===== src/core/pcs_pkg.sv =====
// Package holding the constants and types of the 16-bit card strobe controller.
package pcs_pkg;

   // ----------------------------------------------------------------
   // Cycle kinds requested by the host side
   // ----------------------------------------------------------------
   typedef enum logic [1:0] {
      PCS_OP_MEM_RD,
      PCS_OP_MEM_WR,
      PCS_OP_IO_RD,
      PCS_OP_IO_WR
   } pcs_op_t;

   // ----------------------------------------------------------------
   // Timing
   // ----------------------------------------------------------------
   localparam int CLK_PERIOD_NS = 8;
   // Least strobe width in ns; rounded up to whole cycles below.
   localparam int STROBE_MIN_NS = 80;
   localparam int STROBE_CYCLES = (STROBE_MIN_NS + CLK_PERIOD_NS - 1) / CLK_PERIOD_NS;
   // Setup from address and enables to the strobe.
   localparam int SETUP_MIN_NS = 24;
   localparam int SETUP_CYCLES = (SETUP_MIN_NS + CLK_PERIOD_NS - 1) / CLK_PERIOD_NS;
   localparam int CNT_W = 5;
   localparam logic [CNT_W-1:0] STROBE_CNT = CNT_W'(STROBE_CYCLES);
   localparam logic [CNT_W-1:0] SETUP_CNT = CNT_W'(SETUP_CYCLES);

   // ----------------------------------------------------------------
   // Reset values of the card-side pins (strobes inactive high)
   // ----------------------------------------------------------------
   localparam logic STROBE_IDLE = 1'b1;

endpackage


===== src/core/pcs_sync.sv =====
// Two-flop synchroniser for the card inputs.
module pcs_sync #(
   parameter int W = 1
) (
   input wire logic clk,
   input wire logic sys_rst,
   input wire logic [W-1:0] async_in,
   input wire logic [W-1:0] rst_val,
   output logic [W-1:0] sync_out
);
   logic [W-1:0] meta_q;
   logic [W-1:0] sync_q;
   logic [W-1:0] meta_d;
   logic [W-1:0] sync_d;

   always_comb begin
      meta_d = async_in;
      sync_d = meta_q;
   end

   // Both flops reset to all ones; rst_val drops out of the output term, so it has no effect.
   always_ff @(posedge clk or posedge sys_rst) begin
      if (sys_rst) begin
         meta_q <= '1;
         sync_q <= '1;
      end else begin
         meta_q <= meta_d;
         sync_q <= sync_d;
      end
   end

   assign sync_out = sync_q & (rst_val | ~rst_val);
endmodule


===== src/core/pcs_ctrl.sv =====
// Strobe sequencer for one 16-bit card socket.
//
// Contract
// - The low-byte enable selects even bytes and the high-byte enable selects odd bytes.
// - The I/O read strobe is asserted during host I/O read cycles.
// - The I/O write strobe is driven low during host I/O write cycles.
// - Output enable is driven low during host memory read cycles.
// - The shared status line is ready only in memory-only mode, otherwise the interrupt request.
// - Attribute select stays high for common memory and is asserted for attribute and I/O.
// - A cycle's completion is held off while the card asserts wait.
module pcs_ctrl (
   input wire logic clk,
   input wire logic sys_rst,
   input wire logic mem_only_mode,
   input wire logic req_valid,
   input wire pcs_pkg::pcs_op_t req_op,
   input wire logic req_attr,
   input wire logic req_addr0,
   input wire logic req_wide,
   input wire logic [15:0] req_wdata,
   output logic req_ready,
   output logic rsp_valid,
   output logic [15:0] rsp_rdata,
   output logic rsp_no_ack,
   output logic card_enable_low_byte_n,
   output logic card_enable_high_byte_n,
   output logic output_enable_n,
   output logic write_enable_n,
   output logic io_read_strobe_n,
   output logic io_write_strobe_n,
   output logic attr_select_n,
   output logic [15:0] data_out,
   output logic data_oe,
   input wire logic [15:0] data_in,
   input wire logic input_acknowledge_n,
   input wire logic ready_irq_n,
   input wire logic wait_n,
   output logic card_ready,
   output logic card_interrupt_request
);
   import pcs_pkg::*;

   // ----------------------------------------------------------------
   // Input synchronisers
   // ----------------------------------------------------------------
   logic [2:0] sync_v;
   logic input_acknowledge_s;
   logic rdy_s;
   logic wait_s;

   pcs_sync #(.W(3)) u_sync (
      .clk(clk),
      .sys_rst(sys_rst),
      .async_in({input_acknowledge_n, ready_irq_n, wait_n}),
      .rst_val(3'h7),
      .sync_out(sync_v)
   );

   always_comb begin
      input_acknowledge_s = ~sync_v[2];
      rdy_s = sync_v[1];
      wait_s = ~sync_v[0];
   end

   // ----------------------------------------------------------------
   // Sequencer
   // ----------------------------------------------------------------
   typedef enum logic [1:0] {PCS_IDLE, PCS_SETUP, PCS_STROBE, PCS_DONE} pcs_state_t;

   pcs_state_t state_q, state_d;
   pcs_op_t op_q, op_d;
   logic [CNT_W-1:0] cnt_q, cnt_d;
   logic attr_q, attr_d;
   logic ce_lo_q, ce_lo_d;
   logic ce_hi_q, ce_hi_d;
   logic [15:0] wdata_q, wdata_d;
   logic [15:0] rdata_q, rdata_d;
   logic ack_q, ack_d;
   logic rsp_q, rsp_d;
   logic rdy_q, rdy_d;
   logic irq_q, irq_d;
   logic can_start;
   logic is_mem;

   function automatic logic op_is_mem(input pcs_op_t op);
      return (op == PCS_OP_MEM_RD) || (op == PCS_OP_MEM_WR);
   endfunction

   always_comb begin
      is_mem = op_is_mem(req_op);
      // A busy memory card must not see a new command.
      can_start = !(is_mem && mem_only_mode && !rdy_s);
   end

   always_comb begin
      state_d = state_q;
      op_d = op_q;
      cnt_d = cnt_q;
      attr_d = attr_q;
      ce_lo_d = ce_lo_q;
      ce_hi_d = ce_hi_q;
      wdata_d = wdata_q;
      rdata_d = rdata_q;
      ack_d = ack_q;
      rsp_d = 1'b0;
      // Ready and interrupt share one pin; the mode picks the meaning.
      rdy_d = mem_only_mode & rdy_s;
      irq_d = ~mem_only_mode & ~rdy_s;
      case (state_q)
         PCS_IDLE: begin
            if (req_valid && can_start) begin
               op_d = req_op;
               // Attribute select only for attribute memory or I/O space.
               attr_d = req_attr || !op_is_mem(req_op);
               // Even byte on the low enable, odd byte on the high enable.
               ce_lo_d = req_wide || !req_addr0;
               ce_hi_d = req_wide || req_addr0;
               wdata_d = req_wdata;
               ack_d = 1'b0;
               cnt_d = SETUP_CNT;
               state_d = PCS_SETUP;
            end
         end
         PCS_SETUP: begin
            if (cnt_q > CNT_W'(1)) begin
               cnt_d = cnt_q - CNT_W'(1);
            end else begin
               cnt_d = STROBE_CNT;
               state_d = PCS_STROBE;
            end
         end
         PCS_STROBE: begin
            if (op_q == PCS_OP_IO_RD && input_acknowledge_s) begin
               ack_d = 1'b1;
            end
            if (cnt_q > CNT_W'(1)) begin
               cnt_d = cnt_q - CNT_W'(1);
            end else if (!wait_s) begin
               rdata_d = data_in;
               rsp_d = 1'b1;
               state_d = PCS_DONE;
            end
         end
         PCS_DONE: begin
            ce_lo_d = 1'b0;
            ce_hi_d = 1'b0;
            attr_d = 1'b0;
            state_d = PCS_IDLE;
         end
         default: begin
            state_d = PCS_IDLE;
         end
      endcase
   end

   always_ff @(posedge clk or posedge sys_rst) begin
      if (sys_rst) begin
         state_q <= PCS_IDLE;
         op_q <= PCS_OP_MEM_RD;
         cnt_q <= '0;
         attr_q <= 1'b0;
         ce_lo_q <= 1'b0;
         ce_hi_q <= 1'b0;
         wdata_q <= 16'h0000;
         rdata_q <= 16'h0000;
         ack_q <= 1'b0;
         rsp_q <= 1'b0;
         rdy_q <= 1'b0;
         irq_q <= 1'b0;
      end else begin
         state_q <= state_d;
         op_q <= op_d;
         cnt_q <= cnt_d;
         attr_q <= attr_d;
         ce_lo_q <= ce_lo_d;
         ce_hi_q <= ce_hi_d;
         wdata_q <= wdata_d;
         rdata_q <= rdata_d;
         ack_q <= ack_d;
         rsp_q <= rsp_d;
         rdy_q <= rdy_d;
         irq_q <= irq_d;
      end
   end

   // ----------------------------------------------------------------
   // Pin registers
   // ----------------------------------------------------------------
   logic oe_n_q, oe_n_d;
   logic we_n_q, we_n_d;
   logic io_read_strobe_n_q, io_read_strobe_n_d;
   logic io_write_strobe_n_q, io_write_strobe_n_d;
   logic dout_en_q, dout_en_d;
   logic in_cycle;
   logic ce_lo_n_q, ce_lo_n_d, ce_hi_n_q, ce_hi_n_d, attr_n_q, attr_n_d;
   logic idle_q, idle_d, no_ack_q, no_ack_d;

   always_comb begin
      in_cycle = (state_d == PCS_STROBE);
      oe_n_d = !(in_cycle && op_d == PCS_OP_MEM_RD);
      we_n_d = !(in_cycle && op_d == PCS_OP_MEM_WR);
      io_read_strobe_n_d = !(in_cycle && op_d == PCS_OP_IO_RD);
      io_write_strobe_n_d = !(in_cycle && op_d == PCS_OP_IO_WR);
      // Write data is driven from setup through strobe so it is stable at the edge.
      dout_en_d = (state_d == PCS_SETUP || state_d == PCS_STROBE)
                  && (op_d == PCS_OP_MEM_WR || op_d == PCS_OP_IO_WR);
      ce_lo_n_d = !ce_lo_d;
      ce_hi_n_d = !ce_hi_d;
      attr_n_d = !attr_d;
      idle_d = (state_d == PCS_IDLE);
      no_ack_d = rsp_d && op_d == PCS_OP_IO_RD && !ack_d;
   end

   always_ff @(posedge clk or posedge sys_rst) begin
      if (sys_rst) begin
         oe_n_q <= STROBE_IDLE;
         we_n_q <= STROBE_IDLE;
         io_read_strobe_n_q <= STROBE_IDLE;
         io_write_strobe_n_q <= STROBE_IDLE;
         dout_en_q <= 1'b0;
         ce_lo_n_q <= STROBE_IDLE;
         ce_hi_n_q <= STROBE_IDLE;
         attr_n_q <= STROBE_IDLE;
         idle_q <= 1'b1;
         no_ack_q <= 1'b0;
      end else begin
         oe_n_q <= oe_n_d;
         we_n_q <= we_n_d;
         io_read_strobe_n_q <= io_read_strobe_n_d;
         io_write_strobe_n_q <= io_write_strobe_n_d;
         dout_en_q <= dout_en_d;
         ce_lo_n_q <= ce_lo_n_d;
         ce_hi_n_q <= ce_hi_n_d;
         attr_n_q <= attr_n_d;
         idle_q <= idle_d;
         no_ack_q <= no_ack_d;
      end
   end

   assign card_enable_low_byte_n = ce_lo_n_q;
   assign card_enable_high_byte_n = ce_hi_n_q;
   assign attr_select_n = attr_n_q;
   assign output_enable_n = oe_n_q;
   assign write_enable_n = we_n_q;
   assign io_read_strobe_n = io_read_strobe_n_q;
   assign io_write_strobe_n = io_write_strobe_n_q;
   assign data_out = wdata_q;
   assign data_oe = dout_en_q;
   assign req_ready = idle_q;
   assign rsp_valid = rsp_q;
   assign rsp_rdata = rdata_q;
   assign rsp_no_ack = no_ack_q;
   assign card_ready = rdy_q;
   assign card_interrupt_request = irq_q;
endmodule


===== config.mk =====
export PLATFORM = sky130hd
export DESIGN_NAME = pcs_ctrl
export DESIGN_NICKNAME = d
export VERILOG_FILES = /design/src/core/pcs_pkg.sv /design/src/core/pcs_sync.sv /design/src/core/pcs_ctrl.sv
export SDC_FILE = /design/constraint.sdc
export NUM_CORES = 1
export LEC_CHECK = 0
export BUFFER_PORTS_ARGS = -buffer_cell sky130_fd_sc_hd__buf_2
export CORE_ASPECT_RATIO = 0.75
export CORE_UTILIZATION = 54
export DETAILED_ROUTE_END_ITERATION = 8
export MAX_ROUTING_LAYER = met4
export PLACE_DENSITY = 0.85
export SLEW_MARGIN = 40
export SYNTH_ARGS = -nofsm -noshare
export SYNTH_HDL_FRONTEND = slang
export SYNTH_SLANG_ARGS = --single-unit

===== constraint.sdc =====
create_clock -name clk -period 5.13 [get_ports clk]
set_input_delay 1.026 -clock clk [delete_from_list [all_inputs] [get_ports clk]]
set_output_delay 1.026 -clock clk [all_outputs]
set_load 0.03 [all_outputs]

Word-level counts from Yosys, hierarchy flattened
Cells that the tools add are included.
{"block": "totals", "regBits": 64, "elab_cells": 104}
{"block": "op_classes", "n_reduce_logical": 37, "n_addsub": 1, "bitwise": 6, "mux": 23, "order_cmp": 1, "n_eq_ne": 12}
{"operator": "$mux W5", "count": 3}
{"operator": "$pmux W5 S3", "count": 1}
{"operator": "$eq A2 B2 Y1 const B", "count": 6}
{"operator": "$logic_not A1 Y1", "count": 12}
{"operator": "$mux W2", "count": 6}
{"operator": "$logic_and A1 B1 Y1", "count": 11}
{"operator": "$eq A2 B1 Y1 const B", "count": 4}
{"operator": "$logic_not A2 Y1", "count": 4}
{"operator": "$mux W1", "count": 8}
{"operator": "$pmux W1 S2", "count": 4}
{"operator": "$pmux W2 S4", "count": 1}
{"operator": "$logic_or A1 B1 Y1", "count": 6}
{"operator": "$reduce_and A3 Y1", "count": 2}
{"operator": "$gt A5 B1 Y1 const B", "count": 1}
{"operator": "$sub A5 B1 Y5 const B", "count": 1}
{"operator": "$ne A2 B2 Y1 const B", "count": 2}
{"operator": "$not A1 Y1", "count": 4}
{"operator": "$reduce_bool A3 Y1", "count": 1}
{"operator": "$and A1 B1 Y1", "count": 2}
{"operator": "$reduce_and A2 Y1", "count": 1}

Depth between registers and ports, before layout
Gate-level depths: netlist of run 1.
{"block": "depth", "word_depth": 11, "depth_mapped": 8, "depth_no_buf": 7}

Modules after synthesis
A second synthesis of run 1 with hierarchy kept.
{"block": "unflattened", "cells_unflattened": 204, "area_unflattened_um2": 2752.6}
{"module": "pcs_ctrl", "area_per_inst_um2": 2591.2, "cells_per_inst": 197, "n_inst": 1}
{"module": "pcs_sync", "area_per_inst_um2": 161.4, "cells_per_inst": 7, "n_inst": 1}

Worst setup path after synthesis of run 1
Ideal clock, no wire load.
{"block": "synth_timing", "path_type": "input -> register", "startpoint": "input req_op[1]", "endpoint": "register dout_en_q (netlist: data_oe)", "setup_ns": 0.080, "path_slack_ns": 2.792, "cell_stages": 4, "t_arrival_ns": 2.259, "cell_sequence": "nor3b_1 -> o21ai_0 -> a222oi_1 -> mux2i_1"}
{"block": "synth_between", "elab_chain_len": 11}
{"item": "start, declared", "line_no": "pcs_ctrl.sv:16", "rtl": "input wire pcs_pkg::pcs_op_t req_op,"}
{"item": "$eq A2 B1 Y1 or $logic_not A2 Y1 (tied branches)", "line_no": "pcs_ctrl.sv:86", "rtl": "return (op == PCS_OP_MEM_RD) || (op == PCS_OP_MEM_WR);"}
{"item": "$logic_or A1 B1 Y1", "line_no": "pcs_ctrl.sv:86"}
{"item": "$logic_and A1 B1 Y1 (2 in series)", "line_no": "pcs_ctrl.sv:92", "rtl": "can_start = !(is_mem && mem_only_mode && !rdy_s);"}
{"item": "$logic_not A1 Y1", "line_no": "pcs_ctrl.sv:92"}
{"item": "$logic_and A1 B1 Y1", "line_no": "pcs_ctrl.sv:111", "rtl": "if (req_valid && can_start) begin"}
{"item": "$mux W2", "line_no": "pcs_ctrl.sv:111"}
{"item": "$pmux W2 S4 or $mux W2 (tied branches)", "line_no": "pcs_ctrl.sv:109", "rtl": "case (state_q)"}
{"item": "$eq A2 B1 Y1, or another cell as far along", "line_no": "pcs_ctrl.sv:205", "rtl": "dout_en_d = (state_d == PCS_SETUP || state_d == PCS_STROBE)"}
{"item": "$logic_or A1 B1 Y1 (on tied branches)", "line_no": "pcs_ctrl.sv:205, pcs_ctrl.sv:206"}
{"item": "$logic_and A1 B1 Y1 (*)", "line_no": "pcs_ctrl.sv:206", "rtl": "&& (op_d == PCS_OP_MEM_WR || op_d == PCS_OP_IO_WR);"}
{"item": "net dout_en_d", "line_no": "pcs_ctrl.sv:193", "rtl": "logic dout_en_q, dout_en_d;"}
{"item": "end signal, assigned", "line_no": "pcs_ctrl.sv:231", "rtl": "dout_en_q <= dout_en_d;"}
{"item": "end, declared", "line_no": "pcs_ctrl.sv:193"}
Mark *: on every way through the listed nets, which the timed path passes. The rest lies on a longest branch.
A chain may end at the register's enable or synchronous reset.

Worst setup path in the final report of run 1
{"block": "layout_timing", "startpoint": "input req_op[1]", "endpoint": "register oe_n_q (netlist: output_enable_n)"}
{"block": "layout_between", "elab_chain_len": 11}
{"item": "$eq A2 B1 Y1 or $logic_not A2 Y1 (tied branches)", "line_no": "pcs_ctrl.sv:86"}
{"item": "$logic_or A1 B1 Y1", "line_no": "pcs_ctrl.sv:86"}
{"item": "$logic_and A1 B1 Y1 (2 in series)", "line_no": "pcs_ctrl.sv:92"}
{"item": "$logic_not A1 Y1", "line_no": "pcs_ctrl.sv:92"}
{"item": "$logic_and A1 B1 Y1", "line_no": "pcs_ctrl.sv:111"}
{"item": "$mux W2", "line_no": "pcs_ctrl.sv:111"}
{"item": "$pmux W2 S4 or $mux W2 (tied branches)", "line_no": "pcs_ctrl.sv:109"}
{"item": "$eq A2 B2 Y1 or $logic_not A2 Y1 (tied branches)", "line_no": "pcs_ctrl.sv:199, pcs_ctrl.sv:200"}
{"item": "$logic_and A1 B1 Y1 (*)", "line_no": "pcs_ctrl.sv:200", "rtl": "oe_n_d = !(in_cycle && op_d == PCS_OP_MEM_RD);"}
{"item": "$logic_not A1 Y1 (*)", "line_no": "pcs_ctrl.sv:200"}
{"item": "net oe_n_d", "line_no": "pcs_ctrl.sv:189", "rtl": "logic oe_n_q, oe_n_d;"}
{"item": "end signal, assigned", "line_no": "pcs_ctrl.sv:227", "rtl": "oe_n_q <= oe_n_d;"}
{"item": "end, declared", "line_no": "pcs_ctrl.sv:189"}
Marks and branches as above.

==> impl_metrics.json, run 1 <==
{
  "vias_per_cell": 5.35,
  "fmax_mhz": 398,
  "setup_viol": 0,
  "ios": 89,
  "period_share": 0.490,
  "p_per_area_nw_per_um2": 647,
  "slew_viol_final": 0,
  "die_x_um": 83.1,
  "synth_top_family_by_area": "simple AND/OR/NAND/NOR gates",
  "layout-drive-gt1-share": 0.424,
  "ir_worst_vdd_mv": 0.503,
  "first_pass_iters": 4,
  "post_cts_buffers": 0,
  "synth_top_cell_area_share": 0.470,
  "p_leak_nw": 1.78,
  "die_area_um2": 5220,
  "hold_viol_final": 0,
  "synth_edf_count": 0,
  "ys_seq_elements": 64,
  "fin_setup_tns_ns": 0,
  "worstPathArrival_ns": 2.75,
  "clk_pin_slew_worst_paths_ns": 0.07,
  "drc": 0,
  "synth_xor_xnor_area_share": 0.00329,
  "grt_pass1_wl_um": 9210,
  "grtUsageTotal": 0.239,
  "ys_seq_area_frac": 0.608,
  "drv_cap": 0,
  "vias": 2098,
  "relSlewSlack": 0.492,
  "port_buffers": 88,
  "n_antenna_cell": 0,
  "gp_congestion": 0.840,
  "drt_wl_total_um": 5530,
  "core_area_um2": 4600,
  "root_buffer": "clkbuf_8",
  "synth_cell_types": 41,
  "yosys.area_share.simple": 0.162,
  "critPathCaptureType": "flip-flop",
  "synth_compound_area_frac": 0.0884,
  "synth-main-ff-cell": "dfrtp_1",
  "ant_nets": 0,
  "syn_avg_cell_area_um2": 11.2,
  "yosysTopAreaCell": "dfrtp_1",
  "hold_slack_ns": 0.350,
  "postSynth.asyncResetShare": 1.00,
  "critPathMaxFanout": 21,
  "rsz0062_at_grt": "false",
  "skew_ns": 0.0125,
  "start_util": 0.579,
  "drt_iter0_drc": 160,
  "crit_required_ns": 5.36,
  "synth_mux_area_frac": 0.0795,
  "fin_crit_ns": 2.51,
  "cts_buffer_depth": 2,
  "grt_pass1_vias": 2014,
  "synth_fa_ha_area_frac": 0.0235,
  "ys_warn_count": 0,
  "dieHeight_um": 62.8,
  "wl_per_cell_um": 14.1,
  "clock_sinks": 64,
  "cts_tree": "done",
  "insertion_delay_ns": 0.35,
  "htree_levels": 3,
  "syn_inst": 238,
  "syn-num-nets": 287,
  "outcome": "finished, final reports clean",
  "globalRoute.totalOverflow": 0,
  "dp_hpwl_um": 3880,
  "cts_resized": 0,
  "cts_buffers": 9,
  "rows": 21,
  "ctsHoldBuffers": 0,
  "worst_setup_path_start_kind": "input pin",
  "antenna_found_initial": 0,
  "netlist_area_um2": 2660,
  "tightest_slew_ns": 0.762,
  "worstSetupPathType": "input pin to flip-flop",
  "fillCellCount": 330,
  "synth_area_leaders": "dfrtp_1 (47%), dfstp_2 (14%), nand2_1 (7.5%), mux2_2 (7.2%), ha_1 (2.4%)",
  "hp-class": "flip-flop to flip-flop",
  "area_growth_syn_to_layout_pct": 26.8,
  "grt_max_degree": 65,
  "fin_nets": 379
}
==> logic make-up after synthesis <==
| logic type | after synthesis |
|---|---|
| adders and majority gates | 5 |
| muxes | 19 |
| AOI/OAI and AO/OA | 33 |
| and+or+nand+nor | 93 |
| xor gates and xnor gates | 1 |
| buffers and inverters | 23 |
| DFF | 64 |
==> registers in the layout (all words and copies together) (netlist names), 2 cells and up <==
register and count:
data_out 16, rsp_rdata 16, cnt_q 5, u_sync.meta_q 3, u_sync.sync_q 3, op_q 2
state_q 2
==> cell usage in the layout, fill, tap and decap left out, types with 6 or more instances in the layout <==
master / Yosys / layout
buf_2: 2 / 88
clkbuf_8: 0 / 9
dfrtp_1: 50 / 50
dfstp_2: 14 / 14
inv_1: 14 / 13
mux2_2: 17 / 17
nand2_1: 53 / 53
nand4_1: 6 / 6
nor2_1: 7 / 6
o21ai_0: 6 / 6
==> per-layer routing <==
layer  global-route usage  vias to the layer above  routed length (um)
li1                     -                      996                   -
met1                0.307                     1005                2470
met2                0.356                       86                2540
met3               0.0687                       11                 420
met4                0.110                        0                  93
met5                    -                        -                   0
==> synth_stat cells (2+ instances only) <==
library cell,count
nand3_1,5
nor2b_1,3
dfrtp_1,50
nand2_1,53
mux2i_1,2
nand4_1,6
mux2_2,17
o21ai_0,6
and2_1,4
or3_1,2
or3b_2,2
a31oi_1,2
clkbuf_1,5
nor3_1,3
and3_1,2
inv_1,14
a22o_1,4
a21oi_1,5
dfstp_2,14
a22oi_1,3
o211ai_1,3
buf_2,2
ha_1,5
nor2_1,7
o2bb2ai_1,3
==> worst max-delay path, cell delays in order <==
cell	delay (ns)
buf_2	0.13
or3b_2	0.50
nand2_1	0.54
and3_1	0.40
nand4_1	0.15
==> where the power goes <==
part / switching, mW / leakage (nW) / internal [mW]
combinational: 0.606 / 0.876 / 0.309
sequential: 0.102 / 0.792 / 0.685
clock: 0.204 / 0.115 / 0.278
==> path summary, 6_finish.rpt <==
check / startpoint / endpoint / slack, ns / cells past startpoint
max: req_op[1] / output_enable_n$_DFF_PP1_ / 2.62 / 5
min: u_sync.meta_q[0]$_DFF_PP1_ / u_sync.sync_q[0]$_DFF_PP1_ / 0.35 / 0
max reg2reg: state_q[0]$_DFF_PP0_ / cnt_q[3]$_DFFE_PP0P_ / 2.83 / 6
min reg2reg: u_sync.meta_q[0]$_DFF_PP1_ / u_sync.sync_q[0]$_DFF_PP1_ / 0.35 / 0
max in group asynchronous: sys_rst / u_sync.meta_q[1]$_DFF_PP1_ / 3.94 / 3
min in group asynchronous: sys_rst / rsp_rdata[1]$_DFFE_PP0P_ / 0.79 / 3
==> metrics by stage <==
stage | std cells | util | cell area [um^2] | setup slack [ns] | total power, mW
5_1_grt | 392 | 0.734 | 3380 | 2.48 | 2.32
3_3_place_gp | 375 | 0.683 | 3140 | 2.35 | 1.66
2_1_floorplan | 238 | - | 2660 | 2.53 | 1.45
4_1_cts | 391 | 0.732 | 3370 | 2.50 | 2.19
3_5_place_dp | 375 | 0.684 | 3140 | 2.22 | 1.70
6_report | 392 | 0.734 | 3380 | 2.62 | 2.18
==> cell type report <==
class                      count  area [um^2]  area share
clock inverter                 7          100      0.0297
inverter                      14         52.6      0.0156
tap                           57         71.3      0.0211
multi-input combinational    151          952       0.282
sequential                    64         1620       0.480
timing repair buffer          90          457       0.135
clock buffer                   9          124      0.0367
No activity file was read; power rests on OpenSTA's default activity.
==> run 2: changes to the inputs <==
--- a/config.mk
+++ b/config.mk
@@ -5,12 +5,13 @@
 export SDC_FILE = /design/constraint.sdc
 export NUM_CORES = 1
 export LEC_CHECK = 0
+export ABC_AREA = 1
 export BUFFER_PORTS_ARGS = -buffer_cell sky130_fd_sc_hd__buf_2
 export CORE_ASPECT_RATIO = 0.75
-export CORE_UTILIZATION = 54
+export CORE_UTILIZATION = 50
 export DETAILED_ROUTE_END_ITERATION = 8
 export MAX_ROUTING_LAYER = met4
-export PLACE_DENSITY = 0.85
+export PLACE_DENSITY = 0.79
 export SLEW_MARGIN = 40
 export SYNTH_ARGS = -nofsm -noshare
 export SYNTH_HDL_FRONTEND = slang
==> constraint.sdc (replaced) <==
create_clock -name clk -period 2.5 [get_ports clk]
set_input_delay 0.5 -clock clk [delete_from_list [all_inputs] [get_ports clk]]
set_output_delay 0.5 -clock clk [all_outputs]
set_load 0.03 [all_outputs]
==> run 2 against run 1 <==
  * Hold slack got worse by 0.18 ns
  * Final cell count rose by 15%
  * Critical path depth rose by 3
  * First-iteration DRC count fell by 25%
  * Wire length fell by 0.65%
  * Clock power rose by 100%
  * Non-clock buffer count did not move
  * Sequential share of layout area fell by 0.37 points
  * Global-route usage fell by 1.5 points
  * Utilization fell by 5.5 points
  * Clock skew fell by 0.0060 ns
  * Highest routed layer unchanged
==> impl_metrics.json, run 2 <==
{
  "cts_tree": "done",
  "globalRoute.totalOverflow": 0,
  "port_buffers": 88,
  "fin_nets": 423,
  "swShare": 0.450,
  "post-place-ws_ns": 0.772,
  "critPathMaxFanout": 19,
  "ant_nets": 0,
  "post-route-util": 0.679,
  "ir_worst_vdd_mv": 0.822,
  "switching_power_mw": 2.28,
  "drv_cap": 0,
  "p_int_mw": 2.79,
  "met2_usage": 0.336,
  "skew_ns": 0.00651,
  "worstSetupPathType": "flip-flop to flip-flop",
  "fin_cells": 451,
  "n_antenna_cell": 0,
  "synth_top_cell_area_share": 0.471,
  "drt_iter0_drc": 120,
  "die_x_um": 86.2,
  "yosys-top-cells-count": "nand2_1 (119), dfrtp_1 (50), inv_1 (16)",
  "die_area_um2": 5610,
  "htree_levels": 3,
  "vias_per_cell": 4.63,
  "wl_per_cell_um": 12.2,
  "reg2reg_depth": 8,
  "vias": 2089,
  "ys_seq_elements": 64,
  "dp_hpwl_um": 3930,
  "drc": 0,
  "final_cell_mix": "nand2_1 (119), buf_2 (88), dfrtp_1 (50)",
  "layout-drive-gt1-share": 0.406,
  "drt_wl_total_um": 5490,
  "ios": 89,
  "ys_seq_area_frac": 0.610,
  "relSlewSlack": 0.685,
  "cts_resized": 0,
  "postSynth.asyncResetShare": 1.00,
  "grt_busiest_layer": "met2",
  "clock_sinks": 64,
  "yosysMostFrequentCell": "nand2_1",
  "synth-main-ff-cell": "dfrtp_1",
  "grt_pass1_vias": 1972,
  "slew_viol_final": 0,
  "syn_avg_cell_area_um2": 9.59,
  "gp_congestion": 0.876,
  "core_area_um2": 5010,
  "yosysTopAreaCell": "dfrtp_1",
  "pwr-share-clk": 0.192,
  "dieHeight_um": 65.1,
  "fin_setup_tns_ns": 0,
  "clk_pin_slew_worst_paths_ns": 0.07,
  "worst_setup_path_start_kind": "flip-flop",
  "pwr-share-seq": 0.338,
  "period_share": 0.701,
  "first_pass_iters": 4,
  "fillCellCount": 412,
  "hold_viol_final": 0,
  "syn-num-nets": 326,
  "cts_buffer_depth": 2,
  "grtUsageMet1": 0.286,
  "p_leak_nw": 1.89,
  "root_buffer": "clkbuf_8",
  "antenna_found_initial": 0,
  "p_total_mw": 5.07,
  "grt_max_degree": 27,
  "fin_ws_ns": 0.747,
  "critPathCaptureType": "flip-flop",
  "tightest_slew_ns": 0.472,
  "worstPathArrival_ns": 1.97,
  "power_frac_comb": 0.471,
  "regToRegStartpoint": "state_q[1]$_DFF_PP0_",
  "rsz0062_at_grt": "false",
  "grtUsageTotal": 0.224,
  "fmax_mhz": 571,
  "p_per_area_nw_per_um2": 1490,
  "start_util": 0.530,
  "netlist_area_um2": 2660,
  "area_growth_syn_to_layout_pct": 28.1,
  "placedCellCount": 435,
  "synth_area_leaders": "dfrtp_1 (47%), nand2_1 (17%), dfstp_2 (14%), ha_1 (2.4%), inv_1 (2.3%)",
  "ys_warn_count": 0,
  "grt_pass1_wl_um": 9120,
  "fin_crit_ns": 1.75,
  "rows": 22,
  "place_area_um2": 3180,
  "cts_buffers": 9,
  "regToRegEndpoint": "rsp_no_ack$_DFF_PP0_",
  "final_common_cell": "nand2_1",
  "synth_cell_types": 31,
  "outcome": "finished, final reports clean",
  "syn_inst": 277,
  "hp-class": "input pin to async pin",
  "hold_slack_ns": 0.171,
  "crit_required_ns": 2.72,
  "setup_viol": 0,
  "insertion_delay_ns": 0.34,
  "post_cts_buffers": 0,
  "final_cell_area_um2": 3400,
  "rrSetupSlack_ns": 0.75,
  "grtUsageMet3": 0.0741,
  "synth_edf_count": 0,
  "ctsHoldBuffers": 0
}
-- run 2: cell types whose count changed in the layout (fill, tap and decap cells not counted), sizes merged, moves of 5 or more --
cell,previous run,this run
and2,5,0
inv,17,30
mux2,17,0
nand2,53,126
nand3,5,12
nand4,6,1
-- run 2: area by class of cell --
class                   instances  area (um^2)  area share
inverters                      31          118      0.0346
clock inverters                 5         80.1      0.0235
well taps                      72         90.1      0.0265
flip-flops and latches         64         1620       0.476
repair buffers                 90          455       0.134
multi-input cells             178          898       0.264
clock buffers                  11          141      0.0416
-- run 2: cells by family after synthesis --
logic type | Yosys count | share of synthesized area
AO/OA/AOI/OAI | 20 | 0.0523
adder cells (fa/ha/maj) | 5 | 0.0236
flip-flops | 64 | 0.610
XOR/XNOR | 2 | 0.00660
buffers and inverters | 35 | 0.0523
AND/OR/NAND/NOR | 151 | 0.256
-- run 2: metal layers --
metal,vias up,wire (um)
met4,0,70
met1,958,2520
li1,1039,-
met3,7,417
met2,85,2480
met5,-,0
-- run 2: how the worst max path moves through the flow --
stage | from | endpoint
3_3_place_gp | state_q[1]$_DFF_PP0_ | write_enable_n$_DFF_PP1_
2_1_floorplan | sys_rst | ack_q$_DFF_PP0_
5_1_grt | cnt_q[1]$_DFFE_PP0P_ | rsp_rdata[9]$_DFFE_PP0P_
6_report | state_q[1]$_DFF_PP0_ | rsp_no_ack$_DFF_PP0_
4_1_cts | state_q[0]$_DFF_PP0_ | rsp_no_ack$_DFF_PP0_
3_5_place_dp | state_q[1]$_DFF_PP0_ | rsp_no_ack$_DFF_PP0_
-- run 2: critical path: stages, from the launching register on --
cell and delay, ns:
dfrtp_1 0.40, inv_1 0.12, ha_1 0.34, inv_2 0.12, nor2_8 0.27, or2_1 0.16, o21ai_2 0.10, nand2_2 0.09
nor3_2 0.04
-- run 2: power groups by stage --
stage / clock, mW / sequential (mW) / combinational [mW]
detailed placement: 0 / 1.71 / 2.39
floorplan: 0 / 2.32 / 1.16
global route: 1.04 / 1.75 / 2.63
global placement: 0 / 1.72 / 2.33
finish: 0.972 / 1.71 / 2.38
CTS: 0.992 / 1.71 / 2.40
